==> config.mk <==
export PLATFORM = sky130hd
export DESIGN_NAME = fbd_seq
export DESIGN_NICKNAME = d
export VERILOG_FILES = /design/src/fbd_pkg.sv /design/src/fbd_key_check.sv /design/src/fbd_seq.sv
export SDC_FILE = /design/constraint.sdc
export NUM_CORES = 1
export LEC_CHECK = 0
export ABC_CLOCK_PERIOD_IN_PS = 3000
export BUFFER_PORTS_ARGS = -buffer_cell sky130_fd_sc_hd__buf_4
export CELL_PAD_IN_SITES_DETAIL_PLACEMENT = 1
export CELL_PAD_IN_SITES_GLOBAL_PLACEMENT = 1
export CORE_UTILIZATION = 39
export CTS_CLUSTER_DIAMETER = 150
export DETAILED_ROUTE_END_ITERATION = 10
export PLACE_DENSITY_LB_ADDON = 0.2
export RECOVER_POWER = 25
export SLEW_MARGIN = 20
export SYNTH_ARGS = -nofsm -noshare
export SYNTH_HDL_FRONTEND = slang
export SYNTH_SLANG_ARGS = --single-unit
==> constraint.sdc <==
create_clock -name CORE_CLK -period 3 [get_ports CORE_CLK]
set_clock_uncertainty 0.15 [all_clocks]
set_input_delay 0.3 -clock CORE_CLK [delete_from_list [all_inputs] [get_ports CORE_CLK]]
set_output_delay 0.3 -clock CORE_CLK [all_outputs]
set_load 0.1 [all_outputs]
==> src/fbd_pkg.sv <==
// constants, types and state encodings shared by the flash boot and download sequencer
// Functional notes
// - boot mode: erase all user and user boot arrays after inquiry, before commands
// - program start address then data; all-ones address returns to command wait
// - erase block numbers follow erase command; block all-ones returns to command wait
// - memory read allowed only after the automatic full erase finished
// - user program mode: user boot array stays write protected
// - one programming unit is 128 bytes; larger images repeat with advanced address
// - program select bit picks the built-in routine; target register gives destination
// - more than one program selected: skip copy, set select error in result
// - request bit set only while unlock key holds the download code
// - request bit set only by a write executed from on-chip RAM
// - download clears request bit and both select registers before returning
// - order: map embedded store, check and copy, write result, map back
// - cpu general registers unchanged across the download
// - interrupts held during download and released on return
// - key error bit is 0 for a correct key, 1 otherwise
package fbd_pkg;

    // ************************************************************
    // codes and terminators
    // ************************************************************
    localparam logic [27:0] PROG_END_ADDR  = 28'hfffffff;
    localparam logic [7:0]  ERASE_END_BLK  = 8'hff;
    localparam logic [7:0]  KEY_DL_CODE    = 8'ha5;
    localparam logic [7:0]  KEY_RESET      = 8'h00;
    localparam logic [7:0]  CMD_PROG       = 8'h43;  // host command codes
    localparam logic [7:0]  CMD_ERASE      = 8'h48;
    localparam logic [6:0]  UNIT_LAST      = 7'h7f;  // 128-byte unit
    localparam logic [7:0]  DL_LAST        = 8'h3f;  // last byte index of the 64-byte embedded routine image
    localparam logic [15:0] ADDR_ZERO      = 16'h0000;

    // ************************************************************
    // timing
    // ************************************************************
    localparam int          CLK_PERIOD_NS  = 25;
    localparam int          ERASE_ALL_NS   = 2000;
    localparam int          ERASE_ALL_CYC  = (ERASE_ALL_NS + CLK_PERIOD_NS - 1) / CLK_PERIOD_NS;
    localparam logic [7:0]  ERASE_ALL_LAST = 8'(ERASE_ALL_CYC - 1);

    // ************************************************************
    // types
    // ************************************************************
    typedef struct packed {
        logic [4:0] rsvd;
        logic       ss;     // selection error
        logic       fk;     // key error
        logic       sf;     // overall fail
    } fbd_result_t;

    typedef struct packed {
        logic        cmd_valid;
        logic [7:0]  cmd_code;
        logic        addr_valid;
        logic [27:0] addr;
        logic        data_valid;
        logic [7:0]  data;
        logic        blk_valid;
        logic [7:0]  blk;
    } fbd_host_t;

    typedef struct packed {
        logic       key_we;
        logic [7:0] key_data;
        logic       sel_we;
        logic       prog_sel;
        logic       erase_sel;
        logic       req_we;
        logic       req_data;
        logic       from_ram;
        logic [7:0] target;
    } fbd_cpu_wr_t;

    typedef enum logic [2:0] {B_OFF, B_INQ, B_ERASE, B_CMD, B_PADDR, B_PDATA, B_BLK} fbd_boot_t;
    typedef enum logic [2:0] {DL_IDLE, DL_MAP, DL_COPY, DL_RESULT, DL_UNMAP} fbd_dl_t;

endpackage

==> src/fbd_key_check.sv <==
// unlock key register with its combinational compare
`timescale 1ns/1ps
module fbd_key_check
    import fbd_pkg::*;
(
    input  wire logic       clk,
    input  wire logic       rst_n,
    input  wire logic       we,
    input  wire logic [7:0] wdata,
    output logic      [7:0] key,
    output logic            unlocked
);

    // key storage, protected state after reset
    always_ff @(posedge clk) begin
        if (!rst_n) begin
            key <= KEY_RESET;
        end else if (we) begin
            key <= wdata;
        end
    end

    // compared every cycle, no latency on the request path
    assign unlocked = (key == KEY_DL_CODE);

endmodule

==> src/fbd_seq.sv <==
// flash boot-mode command sequencer and user-mode download controller
`timescale 1ns/1ps
module fbd_seq
    import fbd_pkg::*;
(
    input  wire logic        CORE_CLK,
    input  wire logic        RST_N,
    input  wire logic        BOOT_MODE,
    input  wire logic        INQ_DONE,
    input  wire fbd_host_t   HOST,
    input  wire fbd_cpu_wr_t CPU,
    output logic             ERASE_ALL_BUSY,
    output logic             READ_ALLOWED,
    output logic             CMD_READY,
    output logic             PROG_WE,
    output logic [27:0]      PROG_ADDR,
    output logic [7:0]       PROG_DATA,
    output logic             ERASE_BLK_REQ,
    output logic [7:0]       ERASE_BLK_NUM,
    output logic             USER_BOOT_WP,
    output logic [7:0]       KEY_VALUE,
    output logic             REQ_BIT,
    output logic             PROG_SEL,
    output logic             ERASE_SEL,
    output logic             ARRAY_EMBEDDED,
    output logic             CPU_HOLD,
    output logic             IRQ_HOLD,
    output logic             COPY_WE,
    output logic [15:0]      COPY_ADDR,
    output logic             RESULT_WE,
    output fbd_result_t      RESULT_DATA
);

    // ************************************************************
    // mode pin synchroniser and key register
    // ************************************************************
    logic        bm_meta;
    logic        bm_sync;
    logic        unlocked;
    fbd_boot_t   bst;
    fbd_dl_t     dst;
    logic [7:0]  erase_cnt;
    logic [27:0] prog_base;
    logic [6:0]  byte_cnt;
    logic [7:0]  dl_cnt;
    logic [15:0] dl_base;
    logic        sel_err;
    logic        key_err;
    logic        req_accept;

    // mode pin comes from outside, two stages before use
    always_ff @(posedge CORE_CLK) begin
        if (!RST_N) begin
            bm_meta <= 1'b0;
            bm_sync <= 1'b0;
        end else begin
            bm_meta <= BOOT_MODE;
            bm_sync <= bm_meta;
        end
    end

    fbd_key_check u_key (
        .clk      (CORE_CLK),
        .rst_n    (RST_N),
        .we       (CPU.key_we && dst == DL_IDLE),
        .wdata    (CPU.key_data),
        .key      (KEY_VALUE),
        .unlocked (unlocked)
    );

    // user boot array protected whenever not in boot mode
    always_ff @(posedge CORE_CLK) begin
        if (!RST_N) begin
            USER_BOOT_WP <= 1'b1;
        end else begin
            USER_BOOT_WP <= !bm_sync;
        end
    end

    // ************************************************************
    // boot-mode command sequencer
    // ************************************************************
    always_ff @(posedge CORE_CLK) begin
        if (!RST_N) begin
            bst            <= B_OFF;
            erase_cnt      <= 8'h00;
            prog_base      <= 28'h0000000;
            byte_cnt       <= 7'h00;
            ERASE_ALL_BUSY <= 1'b0;
            READ_ALLOWED   <= 1'b0;
            CMD_READY      <= 1'b0;
            PROG_WE        <= 1'b0;
            PROG_ADDR      <= 28'h0000000;
            PROG_DATA      <= 8'h00;
            ERASE_BLK_REQ  <= 1'b0;
            ERASE_BLK_NUM  <= 8'h00;
        end else begin
            PROG_WE       <= 1'b0;
            ERASE_BLK_REQ <= 1'b0;
            unique case (bst)
                B_OFF: begin
                    if (bm_sync) begin
                        bst <= B_INQ;
                    end
                end
                B_INQ: begin
                    // no command taken until the whole array is blank
                    if (INQ_DONE) begin
                        bst            <= B_ERASE;
                        erase_cnt      <= 8'h00;
                        ERASE_ALL_BUSY <= 1'b1;
                    end
                end
                B_ERASE: begin
                    if (erase_cnt == ERASE_ALL_LAST) begin
                        bst            <= B_CMD;
                        ERASE_ALL_BUSY <= 1'b0;
                        READ_ALLOWED   <= 1'b1;
                        CMD_READY      <= 1'b1;
                    end else begin
                        erase_cnt <= erase_cnt + 8'h01;
                    end
                end
                B_CMD: begin
                    if (HOST.cmd_valid && HOST.cmd_code == CMD_PROG) begin
                        bst       <= B_PADDR;
                        CMD_READY <= 1'b0;
                    end else if (HOST.cmd_valid && HOST.cmd_code == CMD_ERASE) begin
                        bst       <= B_BLK;
                        CMD_READY <= 1'b0;
                    end
                end
                B_PADDR: begin
                    if (HOST.addr_valid && HOST.addr == PROG_END_ADDR) begin
                        bst       <= B_CMD;
                        CMD_READY <= 1'b1;
                    end else if (HOST.addr_valid) begin
                        bst       <= B_PDATA;
                        prog_base <= HOST.addr;
                        byte_cnt  <= 7'h00;
                    end
                end
                B_PDATA: begin
                    // one unit is exactly 128 bytes, then a new address
                    if (HOST.data_valid) begin
                        PROG_WE   <= 1'b1;
                        PROG_ADDR <= prog_base + {21'h000000, byte_cnt};
                        PROG_DATA <= HOST.data;
                        byte_cnt  <= byte_cnt + 7'h01;
                        if (byte_cnt == UNIT_LAST) begin
                            bst <= B_PADDR;
                        end
                    end
                end
                B_BLK: begin
                    if (HOST.blk_valid && HOST.blk == ERASE_END_BLK) begin
                        bst       <= B_CMD;
                        CMD_READY <= 1'b1;
                    end else if (HOST.blk_valid) begin
                        ERASE_BLK_REQ <= 1'b1;
                        ERASE_BLK_NUM <= HOST.blk;
                    end
                end
                default: bst <= B_OFF;
            endcase
        end
    end

    // ************************************************************
    // download request and select registers
    // ************************************************************
    // key and fetch origin both gate the set; other writes are lost
    assign req_accept = CPU.req_we && CPU.req_data && unlocked
                        && CPU.from_ram && dst == DL_IDLE && !bm_sync;

    // request bit only lives while the cpu is held, so it never reads as one
    always_ff @(posedge CORE_CLK) begin
        if (!RST_N) begin
            REQ_BIT <= 1'b0;
        end else if (dst == DL_UNMAP) begin
            REQ_BIT <= 1'b0;
        end else if (req_accept) begin
            REQ_BIT <= 1'b1;
        end
    end

    // selects frozen while downloading, cleared on the way out
    always_ff @(posedge CORE_CLK) begin
        if (!RST_N) begin
            PROG_SEL  <= 1'b0;
            ERASE_SEL <= 1'b0;
        end else if (dst == DL_UNMAP) begin
            PROG_SEL  <= 1'b0;
            ERASE_SEL <= 1'b0;
        end else if (CPU.sel_we && dst == DL_IDLE) begin
            PROG_SEL  <= CPU.prog_sel;
            ERASE_SEL <= CPU.erase_sel;
        end
    end

    // ************************************************************
    // download sequencer
    // ************************************************************
    always_ff @(posedge CORE_CLK) begin
        if (!RST_N) begin
            dst            <= DL_IDLE;
            dl_cnt         <= 8'h00;
            dl_base        <= ADDR_ZERO;
            sel_err        <= 1'b0;
            key_err        <= 1'b0;
            ARRAY_EMBEDDED <= 1'b0;
            CPU_HOLD       <= 1'b0;
            IRQ_HOLD       <= 1'b0;
            COPY_WE        <= 1'b0;
            COPY_ADDR      <= ADDR_ZERO;
            RESULT_WE      <= 1'b0;
            RESULT_DATA    <= '0;
        end else begin
            COPY_WE   <= 1'b0;
            RESULT_WE <= 1'b0;
            unique case (dst)
                DL_IDLE: begin
                    if (req_accept) begin
                        dst            <= DL_MAP;
                        dl_base        <= {CPU.target, 8'h00};
                        ARRAY_EMBEDDED <= 1'b1;
                        CPU_HOLD       <= 1'b1;
                        IRQ_HOLD       <= 1'b1;
                    end
                end
                DL_MAP: begin
                    sel_err <= PROG_SEL && ERASE_SEL;
                    key_err <= !unlocked;
                    dl_cnt  <= 8'h00;
                    // nothing copied on a double or empty selection
                    if (PROG_SEL != ERASE_SEL) begin
                        dst <= DL_COPY;
                    end else begin
                        dst <= DL_RESULT;
                    end
                end
                DL_COPY: begin
                    COPY_WE   <= 1'b1;
                    COPY_ADDR <= dl_base + {8'h00, dl_cnt};
                    dl_cnt    <= dl_cnt + 8'h01;
                    if (dl_cnt == DL_LAST) begin
                        dst <= DL_RESULT;
                    end
                end
                DL_RESULT: begin
                    // result goes last so it overwrites the image's first byte
                    RESULT_WE        <= 1'b1;
                    COPY_ADDR        <= dl_base;
                    RESULT_DATA      <= '0;
                    RESULT_DATA.ss   <= sel_err;
                    RESULT_DATA.fk   <= key_err;
                    RESULT_DATA.sf   <= sel_err || key_err;
                    dst              <= DL_UNMAP;
                end
                DL_UNMAP: begin
                    ARRAY_EMBEDDED <= 1'b0;
                    CPU_HOLD       <= 1'b0;
                    IRQ_HOLD       <= 1'b0;
                    dst            <= DL_IDLE;
                end
                default: dst <= DL_IDLE;
            endcase
        end
    end
endmodule

==> impl_metrics.py <==
metrics = {
    "logic_synthesis": {
        "yosysWarningCount": 0,
        "synth_enable_flop_cells": 0,
        "ys_seq_area_share_pct": 45.1,
        "synth-main-ff-cell": "dfxtp_1",
        "syn_avg_cell_area_um2": 8.61,
        "netlist_area_mm2": 0.00674,
        "ys_seq_elements": 152,
        "netlist_instances": 783,
        "ys_types": 61,
        "ys_async_sr_fraction_pct": 0,
    },
    "critical_path": {
        "critPathCaptureType": "register",
        "r2r_slack_ps": 530,
        "cp.arrival_ps": 2760,
        "cp.required_ps": 3200,
        "ff2ff_path_depth": 7,
        "rr_endpoint": "PROG_ADDR[8]",
        "r2r-start": "byte_cnt[0]",
        "start_kind": "input port",
        "path_class": "in2reg",
        "cp_max_fo": 16,
    },
    "power_and_ir_drop": {
        "p_per_area_mw_per_mm2": 552,
        "p_clk_share_pct": 44.1,
        "p_sw_mw": 1.33,
        "intPower_mw": 3.66,
        "combPwrFrac_pct": 13.1,
        "ir_worst_vdd_uv": 386,
        "swShare_pct": 26.6,
        "leakage_nw": 3.56,
        "p_seq_share_pct": 42.8,
    },
    "floorplanning": {
        "num_rows": 47,
        "fp.dieW_um": 133,
        "boundaryPins": 173,
        "initial_core_util_pct": 40.4,
        "die-area_mm2": 0.0178,
        "die_h_um": 133,
        "core_mm2": 0.0167,
    },
    "sta": {
        "rsz0062_at_grt": "no",
        "setup_tns_ps": 0,
        "report.final.setup_viol": 0,
        "tightest_slew_ps": 1230,
        "finalHoldViolCount": 0,
        "min_period_ps": 2570,
        "fmax_mhz": 390,
        "drv_slew": 0,
        "fin_crit_sh_pct": 85.5,
        "max_slew_margin_pct": 18.6,
    },
    "routing": {
        "drc": 0,
        "viasPerCell": 5.28,
        "wl_per_cell_um": 17.2,
        "ant_nets": 0,
        "firstDrtPassIters": 5,
        "drtIter0Drc": 275,
        "totalWireLength_mm": 20.9,
        "num_vias": 6412,
    },
    "cts": {
        "cts_buffer_depth": 2,
        "cts_tree": "built",
        "cts.clk_slew.worst_paths_ps": 60,
        "clk_latency_ps": 420,
        "post_cts_resized": 0,
        "htreeDepth": 4,
        "cts.sink_count": 152,
        "cts_buffers": 17,
        "cts_root_buf": "clkbuf_16",
    },
    "hold_path": {
        "hp-start": "HOST[27]",
        "hp-class": "in2reg",
        "hold_depth": 3,
        "holdPathEnd": "prog_base[9]",
    },
    "cells_and_area": {
        "nFillCells": 1989,
        "area_growth_pct": 33.8,
        "drive_above_1_share_pct": 17.0,
        "nNetsFinal": 1075,
        "final_area_mm2": 0.00902,
    },
    "run": {
        "drv_cap": 0,
    },
    "grt": {
        "grt_pass1_wl_mm": 34.0,
        "grt_use_total_pct": 23.9,
        "grt_antenna_before_repair": 1,
        "grt_pass1_vias": 6769,
        "gr-total-overflow": 0,
        "grt_max_degree": 42,
    },
    "place": {
        "dp_hpwl_mm": 14.3,
        "port_buffers": 167,
        "place.gp.congestion": 0.811,
        "place_area_mm2": 0.00813,
    },
    "outcome": {
        "outcome": "finished, final reports clean",
    },
}
-- worst max-delay path by stage --
stage / start / to / slack [ps] / depth (start not counted)
after global placement: HOST[23] / byte_cnt[1] / 660 / 7
final: HOST[21] / byte_cnt[3] / 430 / 8
after CTS: HOST[22] / byte_cnt[3] / 440 / 8
after floorplan: u_key.key[2] / dl_base[14] / 520 / 6
after detailed placement: HOST[23] / byte_cnt[3] / 550 / 7
after global routing: HOST[23] / byte_cnt[5] / 310 / 8
-- placed cells by master, fill, tap and decap left out, types with 5 or more instances in the layout --
cell type,count
nor2_1,76
nand2b_1,11
o21ai_0,34
xor2_1,21
nor3_1,11
conb_1,5
dfxtp_1,152
nand3b_1,6
clkbuf_1,58
nand3_1,27
or3_1,7
clkbuf_16,17
nand2_1,102
xnor2_1,9
buf_4,121
and3_1,12
ha_1,11
inv_1,13
dlygate4sd3_1,49
nand4_1,30
a21oi_1,81
mux2i_1,50
a211oi_1,8
-- cell usage after synthesis (all sizes together) (4+ instances only) --
cell | count | share of area, %
a21oi | 82 | 6.1
nand4 | 30 | 2.8
inv | 14 | 0.78
nand2b | 11 | 1.0
nand2 | 102 | 5.7
o21ai | 36 | 2.7
nor3 | 11 | 0.82
o31ai | 4 | 0.52
and3 | 13 | 1.2
xor2 | 21 | 2.7
buf | 26 | 2.2
mux2i | 50 | 7.4
nor2 | 76 | 4.2
clkbuf | 27 | 1.5
a211oi | 8 | 0.89
ha | 11 | 2.0
nand3b | 6 | 0.67
or3 | 7 | 0.65
nor4 | 5 | 0.74
xnor2 | 9 | 1.2
dfxtp | 152 | 45
nand3 | 27 | 2.0
-- final cells by class --
class | instances | area, um^2 | area share [%]
antenna | 1 | 2.50 | 0.0277
tap | 220 | 275 | 3.05
timing repair buffer | 227 | 1620 | 17.9
multi-input combinational | 568 | 3420 | 37.9
clock buffer | 21 | 460 | 5.10
inverter | 14 | 52.6 | 0.583
sequential | 152 | 3040 | 33.7
clock inverter | 11 | 148 | 1.64
-- layer usage --
| layer | routed length, um | track usage [%] | share of wire (%) | up-vias |
|---|---|---|---|---|
| met4 | 431 | 7.45 | 2.1 | 0 |
| met2 | 10800 | 43.1 | 52 | 161 |
| met3 | 875 | 5.18 | 4.2 | 29 |
| li1 | - | - | - | 3132 |
| met5 | 0 | 0 | 0 | - |
| met1 | 8730 | 28.1 | 42 | 3090 |
-- critical path: stages --
cell	delay (ps)
dlygate4sd3_1	540
buf_4	110
nand4_1	120
nor4_2	630
a21oi_4	320
buf_4	320
nand2b_1	250
nor2_1	170
-- power groups by stage --
stage / registers, mW / logic (mW) / clock network [mW]
detailed placement: 2.18 / 0.597 / 0
finish: 2.13 / 0.651 / 2.20
global placement: 2.17 / 0.578 / 0
CTS: 2.13 / 0.651 / 2.24
floorplan: 2.29 / 0.290 / 0
global route: 2.14 / 0.695 / 2.34
-- state kept, by name (all words and copies together) (netlist names), 7 cells and up --
signal,count
PROG_ADDR,28
dl_cnt,8
PROG_DATA,8
dl_base,8
u_key.key,8
erase_cnt,8
prog_base,28
COPY_ADDR,16
byte_cnt,7
ERASE_BLK_NUM,8
-- cell families after synthesis --
logic type | after synthesis | share of synthesized area (%)
AND/OR/NAND/NOR | 311 | 22.5
AO/OA/AOI/OAI | 158 | 13.8
flip-flops | 152 | 45.1
buffers and inverters | 67 | 4.51
multiplexers | 52 | 7.76
XOR/XNOR | 30 | 3.90
adder cells (fa/ha/maj) | 12 | 2.34
other | 1 | 0.0556
-- per-stage QoR --
stage                     total power, mW  hold slack [ps]  setup slack (ps)  instances  utilization [%]
after global placement               2.75              244               661       1132             48.7
after floorplan                      2.58              208               519        787                -
after detailed placement             2.77              248               553       1132             48.7
after CTS                            5.03             1.64               445       1213             55.3
after global routing                 5.18             13.8               312       1214             54.0
final                                4.98             1.43               435       1214             54.0
-- timing repair --
item / CTS / global route
endpoints found under the hold margin: 49 / 0
buffers inserted: 0 / 0
hold buffers: 49 / 0
Power figures use the tool's default switching activity.
